===== src/hdl/tcio_regs.svh =====
// register offsets, field positions and reset values of the timer pin control block
`ifndef TCIO_REGS_SVH
`define TCIO_REGS_SVH

`define TCIO_OFF_IO_HIGH 8'h00
`define TCIO_OFF_IO_LOW 8'h04
`define TCIO_OFF_MODE 8'h08
`define TCIO_OFF_STATUS 8'h0C
`define TCIO_OFF_GR_A 8'h10
`define TCIO_OFF_GR_B 8'h14
`define TCIO_OFF_GR_C 8'h18
`define TCIO_OFF_GR_D 8'h1C

`define TCIO_FLD_HI_LSB 4
`define TCIO_FLD_LO_LSB 0
`define TCIO_MODE_BUF_A 0
`define TCIO_MODE_BUF_B 1

`define TCIO_RST_IO 8'h00
`define TCIO_RST_MODE 2'h0
`define TCIO_RST_GR 16'hFFFF

`define TCIO_ACT_NONE 2'h0
`define TCIO_ACT_LOW 2'h1
`define TCIO_ACT_HIGH 2'h2
`define TCIO_ACT_TOGGLE 2'h3
`define TCIO_CAP_RISE 2'h0
`define TCIO_CAP_FALL 2'h1

`endif


===== src/hdl/tcio_pkg.sv =====
// types shared by the timer pin control block
package tcio_pkg;
  // one 4-bit function field: mode, initial level / don't care, action or edge
  typedef struct packed {
    logic capture;
    logic initLevel;
    logic [1:0] sel;
  } tcio_field_t;

  typedef enum logic [1:0] {
    TCIO_CH_A,
    TCIO_CH_B,
    TCIO_CH_C,
    TCIO_CH_D
  } tcio_ch_t;
endpackage


===== src/hdl/tcio_ch_if.sv =====
// per-pin signals between the control core, the edge detector and the pin driver
`timescale 1ns/1ps
`default_nettype none
interface tcio_ch_if;
  import tcio_pkg::*;
  tcio_field_t field;
  logic active;
  logic initLoad;
  logic match;
  logic pinIn;
  logic rise;
  logic fall;
  logic pinOut;
  logic pinOe;

  modport ctrl (output field, output active, output initLoad, output match, output pinIn,
                input rise, input fall, input pinOut, input pinOe);
  modport detect (input pinIn, output rise, output fall);
  modport drive (input field, input active, input initLoad, input match,
                 output pinOut, output pinOe);
endinterface
`default_nettype wire


===== src/hdl/tcio_edge_detect.sv =====
// edge detector for one timer pin
`timescale 1ns/1ps
`default_nettype none
module tcio_edge_detect
  import tcio_pkg::*;
(
  input wire logic ref_clk,
  input wire logic nrst,
  tcio_ch_if.detect ch
);
  typedef struct packed {
    logic prev;
  } tcio_edge_state_t;

  tcio_edge_state_t state_q;
  tcio_edge_state_t state_d;

  always_comb begin
    state_d = state_q;
    state_d.prev = ch.pinIn;
  end

  always_ff @(posedge ref_clk) begin
    if (!nrst) begin
      state_q <= '0;
    end else begin
      state_q <= state_d;
    end
  end

  // pin is synchronous to ref_clk, so no synchroniser stage
  assign ch.rise = ch.pinIn & ~state_q.prev;
  assign ch.fall = ~ch.pinIn & state_q.prev;
endmodule
`default_nettype wire


===== src/hdl/tcio_pin_drive.sv =====
// compare-match pin driver for one timer pin
`timescale 1ns/1ps
`default_nettype none
`include "tcio_regs.svh"
module tcio_pin_drive
  import tcio_pkg::*;
(
  input wire logic ref_clk,
  input wire logic nrst,
  tcio_ch_if.drive ch
);
  typedef struct packed {
    logic level;
    logic oe;
  } tcio_drive_state_t;

  tcio_drive_state_t state_q;
  tcio_drive_state_t state_d;

  always_comb begin
    state_d = state_q;
    if (!ch.active || ch.field.capture) begin
      state_d.oe = 1'b0;
    end else if (ch.initLoad) begin
      state_d.level = ch.field.initLevel;
      state_d.oe = (ch.field.sel != `TCIO_ACT_NONE);
    end else begin
      state_d.oe = (ch.field.sel != `TCIO_ACT_NONE);
      if (ch.match) begin
        case (ch.field.sel)
          `TCIO_ACT_LOW: state_d.level = 1'b0;
          `TCIO_ACT_HIGH: state_d.level = 1'b1;
          `TCIO_ACT_TOGGLE: state_d.level = ~state_q.level;
          default: state_d.level = state_q.level;
        endcase
      end
    end
  end

  always_ff @(posedge ref_clk) begin
    if (!nrst) begin
      state_q <= '0;
    end else begin
      state_q <= state_d;
    end
  end

  assign ch.pinOut = state_q.level;
  assign ch.pinOe = state_q.oe;
endmodule
`default_nettype wire


===== src/hdl/tcio_timer_io.sv =====
// timer channel pin function control: compare outputs and input capture for four registers
`timescale 1ns/1ps
`default_nettype none
`include "tcio_regs.svh"
module tcio_timer_io
  import tcio_pkg::*;
#(
  parameter int CNT_W = 16
)
(
  input wire logic ref_clk,
  input wire logic nrst,
  input wire logic wb_cyc_i,
  input wire logic wb_stb_i,
  input wire logic wb_we_i,
  input wire logic [7:0] wb_adr_i,
  input wire logic [3:0] wb_sel_i,
  input wire logic [31:0] wb_dat_i,
  output logic [31:0] wb_dat_o,
  output logic wb_ack_o,
  input wire logic [CNT_W-1:0] timerCount,
  input wire logic [3:0] timerPinIn,
  output logic [3:0] timerPinOut,
  output logic [3:0] timerPinOe,
  output logic [3:0] captureEvent
);
  localparam int NCH = 4;

  typedef struct packed {
    logic [7:0] ioHigh;
    logic [7:0] ioLow;
    logic [1:0] bufMode;
    logic [NCH-1:0][CNT_W-1:0] gr;
    logic [NCH-1:0] eqPrev;
    logic [NCH-1:0] flags;
    logic [NCH-1:0] initLoad;
    logic [NCH-1:0] capEvt;
    logic ack;
    logic [31:0] rdata;
  } tcio_top_state_t;

  tcio_top_state_t state_q;
  tcio_top_state_t state_d;

  tcio_ch_if chan [NCH] ();

  ////////////////////////////////////////////////////////////////////////////
  // field routing and per-pin decode

  tcio_field_t field [NCH];
  logic [NCH-1:0] active;
  logic [NCH-1:0] match;
  logic [NCH-1:0] capHit;
  logic [NCH-1:0] eqNow;
  logic [NCH-1:0] riseV;
  logic [NCH-1:0] fallV;
  logic [NCH-1:0] pinOutV;
  logic [NCH-1:0] pinOeV;

  always_comb begin
    field[TCIO_CH_A] = tcio_field_t'(state_q.ioHigh[`TCIO_FLD_LO_LSB +: 4]);
    field[TCIO_CH_B] = tcio_field_t'(state_q.ioHigh[`TCIO_FLD_HI_LSB +: 4]);
    field[TCIO_CH_C] = tcio_field_t'(state_q.ioLow[`TCIO_FLD_LO_LSB +: 4]);
    field[TCIO_CH_D] = tcio_field_t'(state_q.ioLow[`TCIO_FLD_HI_LSB +: 4]);
  end

  always_comb begin
    active = '1;
    // a buffered register neither captures nor compares
    active[TCIO_CH_C] = ~state_q.bufMode[`TCIO_MODE_BUF_A];
    active[TCIO_CH_D] = ~state_q.bufMode[`TCIO_MODE_BUF_B];
  end

  always_comb begin
    for (int i = 0; i < NCH; i++) begin
      eqNow[i] = (timerCount == state_q.gr[i]);
      // only the first cycle of equality counts, so a stopped counter does not retoggle
      match[i] = active[i] & ~field[i].capture & eqNow[i] & ~state_q.eqPrev[i];
      case (field[i].sel)
        `TCIO_CAP_RISE: capHit[i] = riseV[i];
        `TCIO_CAP_FALL: capHit[i] = fallV[i];
        // the undefined 10 and 11 codes behave as both edges
        default: capHit[i] = riseV[i] | fallV[i];
      endcase
      capHit[i] = capHit[i] & active[i] & field[i].capture;
    end
  end

  ////////////////////////////////////////////////////////////////////////////
  // per-pin edge detectors and compare drivers

  for (genvar g = 0; g < NCH; g++) begin : g_ch
    assign chan[g].field = field[g];
    assign chan[g].active = active[g];
    assign chan[g].initLoad = state_q.initLoad[g];
    assign chan[g].match = match[g];
    assign chan[g].pinIn = timerPinIn[g];
    assign riseV[g] = chan[g].rise;
    assign fallV[g] = chan[g].fall;
    assign pinOutV[g] = chan[g].pinOut;
    assign pinOeV[g] = chan[g].pinOe;

    tcio_edge_detect u_edge (
      .ref_clk(ref_clk),
      .nrst(nrst),
      .ch(chan[g])
    );

    // drives the pin level on match: low, high or toggle
    tcio_pin_drive u_drive (
      .ref_clk(ref_clk),
      .nrst(nrst),
      .ch(chan[g])
    );
  end

  ////////////////////////////////////////////////////////////////////////////
  // wishbone slave and register state

  logic busReq;
  logic wrEn;
  logic [31:0] rdMux;

  assign busReq = wb_cyc_i & wb_stb_i & ~state_q.ack;
  assign wrEn = busReq & wb_we_i;

  always_comb begin
    rdMux = 32'h0000_0000;
    case (wb_adr_i)
      `TCIO_OFF_IO_HIGH: rdMux[7:0] = state_q.ioHigh;
      `TCIO_OFF_IO_LOW: rdMux[7:0] = state_q.ioLow;
      `TCIO_OFF_MODE: rdMux[1:0] = state_q.bufMode;
      `TCIO_OFF_STATUS: rdMux[NCH-1:0] = state_q.flags;
      `TCIO_OFF_GR_A: rdMux[CNT_W-1:0] = state_q.gr[TCIO_CH_A];
      `TCIO_OFF_GR_B: rdMux[CNT_W-1:0] = state_q.gr[TCIO_CH_B];
      `TCIO_OFF_GR_C: rdMux[CNT_W-1:0] = state_q.gr[TCIO_CH_C];
      `TCIO_OFF_GR_D: rdMux[CNT_W-1:0] = state_q.gr[TCIO_CH_D];
      default: rdMux = 32'h0000_0000;
    endcase
  end

  always_comb begin
    state_d = state_q;
    state_d.ack = busReq;
    state_d.initLoad = '0;
    state_d.eqPrev = eqNow;
    state_d.capEvt = capHit;
    if (busReq && !wb_we_i) begin
      state_d.rdata = rdMux;
    end

    if (wrEn && wb_sel_i[0]) begin
      case (wb_adr_i)
        `TCIO_OFF_IO_HIGH: begin
          state_d.ioHigh = wb_dat_i[7:0];
          // reload the initial pin level of both fields on every write with byte lane 0 enabled
          state_d.initLoad[TCIO_CH_A] = 1'b1;
          state_d.initLoad[TCIO_CH_B] = 1'b1;
        end
        `TCIO_OFF_IO_LOW: begin
          state_d.ioLow = wb_dat_i[7:0];
          state_d.initLoad[TCIO_CH_C] = 1'b1;
          state_d.initLoad[TCIO_CH_D] = 1'b1;
        end
        `TCIO_OFF_MODE: begin
          state_d.bufMode = wb_dat_i[1:0];
        end
        default: begin
        end
      endcase
    end

    // software writes to the general registers, byte lane by byte lane
    for (int i = 0; i < NCH; i++) begin
      if (wrEn && wb_adr_i == (`TCIO_OFF_GR_A + 8'(4 * i))) begin
        for (int b = 0; b < CNT_W / 8; b++) begin
          if (wb_sel_i[b]) begin
            state_d.gr[i][b*8 +: 8] = wb_dat_i[b*8 +: 8];
          end
        end
      end
      // a capture in the same cycle overrides the software write
      if (capHit[i]) begin
        state_d.gr[i] = timerCount;
      end
    end

    // status flags: write one to clear, a new event in the same cycle wins
    if (wrEn && wb_sel_i[0] && wb_adr_i == `TCIO_OFF_STATUS) begin
      state_d.flags = state_q.flags & ~wb_dat_i[NCH-1:0];
    end
    state_d.flags = state_d.flags | capHit | match;
  end

  always_ff @(posedge ref_clk) begin
    if (!nrst) begin
      state_q.ioHigh <= `TCIO_RST_IO;
      state_q.ioLow <= `TCIO_RST_IO;
      state_q.bufMode <= `TCIO_RST_MODE;
      state_q.gr <= {NCH{CNT_W'(`TCIO_RST_GR)}};
      state_q.eqPrev <= '0;
      state_q.flags <= '0;
      state_q.initLoad <= '0;
      state_q.capEvt <= '0;
      state_q.ack <= 1'b0;
      state_q.rdata <= 32'h0000_0000;
    end else begin
      state_q <= state_d;
    end
  end

  assign wb_ack_o = state_q.ack;
  assign wb_dat_o = state_q.rdata;
  assign captureEvent = state_q.capEvt;
  assign timerPinOut = pinOutV;
  assign timerPinOe = pinOeV;
endmodule
`default_nettype wire


===== config.mk =====
export PLATFORM = sky130hd
export DESIGN_NAME = tcio_timer_io
export DESIGN_NICKNAME = d
export VERILOG_FILES = /design/src/hdl/tcio_pkg.sv /design/src/hdl/tcio_ch_if.sv /design/src/hdl/tcio_edge_detect.sv /design/src/hdl/tcio_pin_drive.sv /design/src/hdl/tcio_timer_io.sv
export VERILOG_INCLUDE_DIRS = /design/src /design/src/hdl
export SDC_FILE = /design/constraint.sdc
export NUM_CORES = 1
export LEC_CHECK = 0
export ABC_AREA = 1
export CAP_MARGIN = 20
export CORE_MARGIN = 1.5
export CORE_UTILIZATION = 30
export DETAILED_ROUTE_END_ITERATION = 6
export DONT_BUFFER_PORTS = 1
export PLACE_DENSITY_LB_ADDON = 0.05
export SETUP_SLACK_MARGIN = 0.4
export SLEW_MARGIN = 20
export SYNTH_ARGS = -nofsm -noshare
export SYNTH_HDL_FRONTEND = slang
export SYNTH_SLANG_ARGS = --single-unit

===== constraint.sdc =====
create_clock -name ref_clk -period 1.9 [get_ports ref_clk]
set_input_delay 0.095 -clock ref_clk [delete_from_list [all_inputs] [get_ports ref_clk]]
set_output_delay 0.095 -clock ref_clk [all_outputs]
set_load 0.005 [all_outputs]

After elaboration in Yosys (flattened, before gate mapping)

Cells that the tools add are included.

Word-level logic and storage cells: 205
Flip-flop bits (word level): 127
Output and inout port bits: 45

Bitwise logic cells: 61
Reduce and logical (&&, ||, !) cells: 59
Equal/unequal tests: 23
Multiplexer cells: 33

Operator list:

| cell               | number |
|---|---|
| $mux 16            | 8 |
| $eq 16x16->1       | 4 |
| $reduce_bool 2->1  | 20 |
| $eq 8x5->1 const B | 4 |
| $pmux 8 s4         | 1 |
| $and 1x1->1        | 27 |
| $not 1->1          | 26 |
| $pmux 4 s6         | 1 |
| $reduce_and 2->1   | 12 |
| $eq 2x2->1 const B | 8 |
| $eq 8x4->1 const B | 2 |
| $mux 8             | 2 |
| $pmux 2 s8         | 1 |
| $reduce_bool 4->1  | 4 |
| $pmux 2 s7         | 1 |
| $mux 2             | 6 |
| $pmux 1 s3         | 4 |
| $reduce_and 3->1   | 4 |
| $eq 2x1->1 const B | 4 |
| $eq 8x3->1 const B | 1 |
| $logic_not 2->1    | 4 |
| $logic_not 8->1    | 1 |
| $or 4x4->4         | 2 |
| $pmux 1 s2         | 4 |
| other kinds (9)    | 25 |

Depth between registers and ports, before layout

Depth after elaboration: 8
Gate-level depth with buffers: 13
Mapped depth without buffers: 12

Hierarchy

From an unflattened synthesis, not the netlist that was laid out.

Cells, all modules: 1117
Area total of the unflattened synthesis: 7581.0 µm²

By module, submodules not included:

| module           | area each (µm²) | instances | cells each |
|---|---|---|---|
| tcio_timer_io    | 6690.2          | 1         | 981 |
| tcio_pin_drive   | 177.7           | 4         | 27 |
| tcio_edge_detect | 45.0            | 4         | 7 |

Least setup slack after synthesis

Ideal clock, no wire load.

Kind: reg-to-reg
From: register g_ch[2].u_edge.state_q
To: register state_q[92] in the netlist's numbering
Arrival: 1.509 ns
Cell stages (with the launch flop): 9
Setup slack: 0.253 ns
Required time: 1.762 ns
Setup time: 0.138 ns
Cell sequence: dfxtp_1 > ha_1 > a211oi_1 > nand3_2 > inv_1 > buf_4 > nand2_1 > o211ai_1 > o211ai_1

Word-level cells in the longest chain between the ends: 8

RTL lines:

| what                        | line                   | source |
|---|---|---|
| from (decl)                 | tcio_edge_detect.sv:15 | `tcio_edge_state_t state_q;` |
| from (signal assigned)      | tcio_edge_detect.sv:27 | `state_q <= state_d;` |
| $not 1->1                   | tcio_edge_detect.sv:32 | `assign ch.rise = ch.pinIn & ~state_q.prev;` |
| $and 1x1->1                 | tcio_edge_detect.sv:32 |  |
| $or 1x1->1                  | tcio_timer_io.sv:83    | `default: capHit[i] = riseV[i] \| fallV[i];` |
| $pmux 1 s2 *                | tcio_timer_io.sv:79    | `case (field[i].sel)` |
| $and 1x1->1 * (2 in a row)  | tcio_timer_io.sv:85    | `capHit[i] = capHit[i] & active[i] & field[i].capture;` |
| $reduce_bool 2->1 (no line) | --                     |  |
| $reduce_and 2->1 (no line)  | --                     |  |
| to (signal assigned)        | tcio_timer_io.sv:208   | `state_q <= state_d;` |
| to (decl)                   | tcio_timer_io.sv:42    | `tcio_top_state_t state_q;` |

Mark *: on every way between the ends. The rest lies on a longest branch, timed or not.
A chain may end at the register's enable or synchronous reset.

Final worst setup path

From: register g_ch[3].u_edge.state_q
To: register state_q[101] in the netlist's numbering

Word-level cells in the longest chain between the ends: 8

RTL lines:

| what                        | line |
|---|---|
| from (decl)                 | tcio_edge_detect.sv:15 |
| from (signal assigned)      | tcio_edge_detect.sv:27 |
| $not 1->1                   | tcio_edge_detect.sv:32 |
| $and 1x1->1                 | tcio_edge_detect.sv:32 |
| $or 1x1->1                  | tcio_timer_io.sv:83 |
| $pmux 1 s2 *                | tcio_timer_io.sv:79 |
| $and 1x1->1 * (2 in a row)  | tcio_timer_io.sv:85 |
| $reduce_bool 2->1 (no line) | -- |
| $reduce_and 2->1 (no line)  | -- |

Marks and branches as above.

==> summary.md <==
| Metric | Value |
|---|---|
| Crit path time final | `1.67 ns` |
| Reg clk slew, reported paths | `0.06 ns` |
| Drt wl/cell | `19.9 um` |
| DR vias | `7025` |
| HPWL after DPL | `18.8 mm` |
| Post-synthesis cell count | `1058` |
| Layout fillers | `2535` |
| Dpl cell area | `7510 um^2` |
| Final Util | `39.2%` |
| Initial antenna violation count | `1` |
| Total grt overflow | `0` |
| # DRC | `0` |
| Final instance area | `9290 um^2` |
| Syn_area_per_cell | `6.91 um^2` |
| WP data arrival | `2.02 ns` |
| RD Place Congestion | `0.784` |
| Slowest-stage cell, CP | `dfxtp_2` |
| Pin count of the biggest net entering global routing | `95` |
| CTS Buf Count | `17` |
| Worst R2R Path Depth | `8` |
| PwrDens | `695 nW/um^2` |
| Hold WS | `-0.206 ns` |
| Crit path largest cell delay | `0.35 ns` |
| Critical path, cell by cell | `ha_4 > a211oi_4 > nand3_4 > buf_4 > o21ai_4 > buf_12 > o211ai_1 > o211ai_1` |
| # rows | `56` |
| Largest cells by area after synthesis | `dfxtp_1, nand2_1, o211ai_1, inv_1, buf_4` |
| Placed cell count | `1335` |
| Final setup fails | `0` |
| Drt first pass iters | `5` |
| CTS Sinks | `125` |
| Crit Path Max Fanout | `16` |
| CTS tree | `yes` |
| Critical path class | `flop to flop` |
| Register area | `2530 um^2` |
| Commonest cells after routing, fill and taps aside | `nand2_1, o211ai_1, inv_1, dfxtp_1, nor2_1` |
| Worst IR drop on VDD | `0.000470 V` |
| Die Y | `159 um` |
| YS warnings | `0` |
| Final hold violations | `89` |
| #FFs+latches synth | `125` |
| Root Driver | `clkbuf_16` |
| Crit end category | `flop` |
| Worst-Skew Late Latency | `0.43 ns` |
| Yosys top cell area share | `34.2%` |
| Max-slew violation count | `0` |
| Routed Antenna Nets | `0` |
| # port buffers | `0` |
| Cell area after synthesis | `7310 um^2` |
| Chip width | `159 um` |
| Max Root-Sink Buffers | `2` |
| Hold Path Depth | `2` |
| Area grow syn2layout | `27.1%` |
| Initial Util | `30.9%` |
| Aggregate routed wire length | `28.3 mm` |
| Worst hold path class | `input pin to flop` |
| Setup TNS | `0 ns` |
| DRT iter0 DRCs | `378` |
| Die Area | `25300 um^2` |
| Commonest non-fill, non-tap cell in the layout | `nand2_1` |
| NumNets Final | `1164` |
| Global-route wire length before repair | `40.8 mm` |
| Highest clock rate | `598 MHz` |
| Fin Clk Skew | `0.0116 ns` |
| Layout Cells excl Fill | `1420` |
| WP data required | `2.24 ns` |
| Multi-input gate area | `4210 um^2` |
| Gr usage total | `21.5%` |
| Crit-path most repeated cell | `o211ai_1` |
| Post-synthesis cell type count | `39` |
| Tcrit/Tclk final | `88.1%` |
| LEAKAGE | `4.01 nW` |
| Core area | `23700 um^2` |
| Failing checks | `hold timing` |
| Share of cells above drive strength 1 | `22.8%` |
| Seq/Total Area, Yosys | `34.2%` |
| RSZ-0062 raised after global routing | `yes` |
| Number of max-cap violations | `0` |
| Max H-tree Level | `4` |
| Largest area contributor in the netlist | `dfxtp_1` |
| # IOs | `114` |
| Drt via density | `4.95` |
| Crit path launch type | `flop` |
| Run status | `complete, but fails checks` |
| Vias in the first global route | `6510` |
==> cell usage after synthesis, drive strengths merged <==
cell type	number
ha	8
nand4	3
dfxtp	125
o31ai	2
clkbuf	18
nand2	281
nor4	1
a31oi	7
a21oi	48
o2111ai	1
a22oi	3
and3	1
conb	1
inv	138
clkinv	2
or2	1
xor2	30
o21ai	53
buf	69
o211ai	112
nand3b	1
nor3	6
nor2	95
o22ai	21
nand3	28
a211oi	3
==> state kept, by name, indices dropped and copies added (netlist names) <==
signal                  flops
g_ch.u_edge.state_q         4
captureEvent                4
chan.initLoad               2
wb_dat_o                   16
wb_ack_o                    1
chan.field                 16
state_q                    74
g_ch.u_drive.ch.pinOe       4
g_ch.u_drive.ch.pinOut      4
==> layout make-up <==
class	count	area share (%)
Multi-Input combinational cell	722	45.3
Sequential cell	125	27.2
Timing Repair Buffer	80	10.2
Inverter	140	6.23
Clock buffer	19	4.88
Tap cell	319	4.30
Clock inverter	13	1.77
Timing Repair inverter	1	0.0539
Antenna cell	1	0.0270
==> per-layer routing <==
layer  up-vias  GRT usage (%)  routed length, um
li1       3501              -                  -
met1      3317           26.9              12600
met2       176           36.4              13800
met3        31           5.29               1360
met4         0           5.83                496
met5         -              0                  0
==> critical path, delay by kind of cell, from the launching register on <==
family	cells	cell delay, ns
and+or+nand+nor	1	0.16
adders and majority gates	1	0.20
AOI/OAI and AO/OA	4	0.54
buffers and inverters	2	0.34
DFF	1	0.35
==> report_power, final <==
group,switching [mW],internal [mW]
clock network,1.34,2.14
logic,0.218,0.116
registers,0.0122,2.63
total,1.57,4.89
==> path summary, 6_finish.rpt <==
kind / start / end / slack [ns]
max reg2reg: g_ch[3].u_edge.state_q$_SDFF_PN0_ / state_q[101]$_SDFFE_PN1P_ / 0.23
min reg2reg: wb_dat_o[8]$_SDFFE_PN0P_ / wb_dat_o[8]$_SDFFE_PN0P_ / 0.48
min: nrst / g_ch[1].u_drive.ch.pinOut$_SDFFE_PN0P_ / -0.21
max: g_ch[3].u_edge.state_q$_SDFF_PN0_ / state_q[101]$_SDFFE_PN1P_ / 0.23
==> metrics by stage <==
step / worst slack (ns) / power (mW) / hold WS (ns)
global route: 0.148 / 6.66 / -0.233
CTS: 0.242 / 6.50 / -0.252
detailed placement: 0.131 / 2.95 / 0.194
finish: 0.226 / 6.45 / -0.206
floorplan: 0.411 / 2.94 / 0.188
global placement: 0.157 / 2.95 / 0.190
==> logic make-up after synthesis <==
kind of cell / share of synthesized area [%]
other: 0.0513
xor gates and xnor gates: 3.60
adders and majority gates: 1.37
AOI/OAI and AO/OA: 22.3
buffers and inverters: 15.3
and+or+nand+nor: 23.2
DFF: 34.2
==> timing repair <==
| action | CTS | global route |
|---|---|---|
| resized for setup | 71 | 127 |
| endpoints found under the setup margin | 103 | 85 |
| pin swaps | 13 | 67 |
| hold buffers | 11 | 2 |
| hold endpoints to repair | 95 | 90 |
| buffers inserted | 10 | 18 |
| cloned | 5 | 6 |
Power figures use the tool's default switching activity.
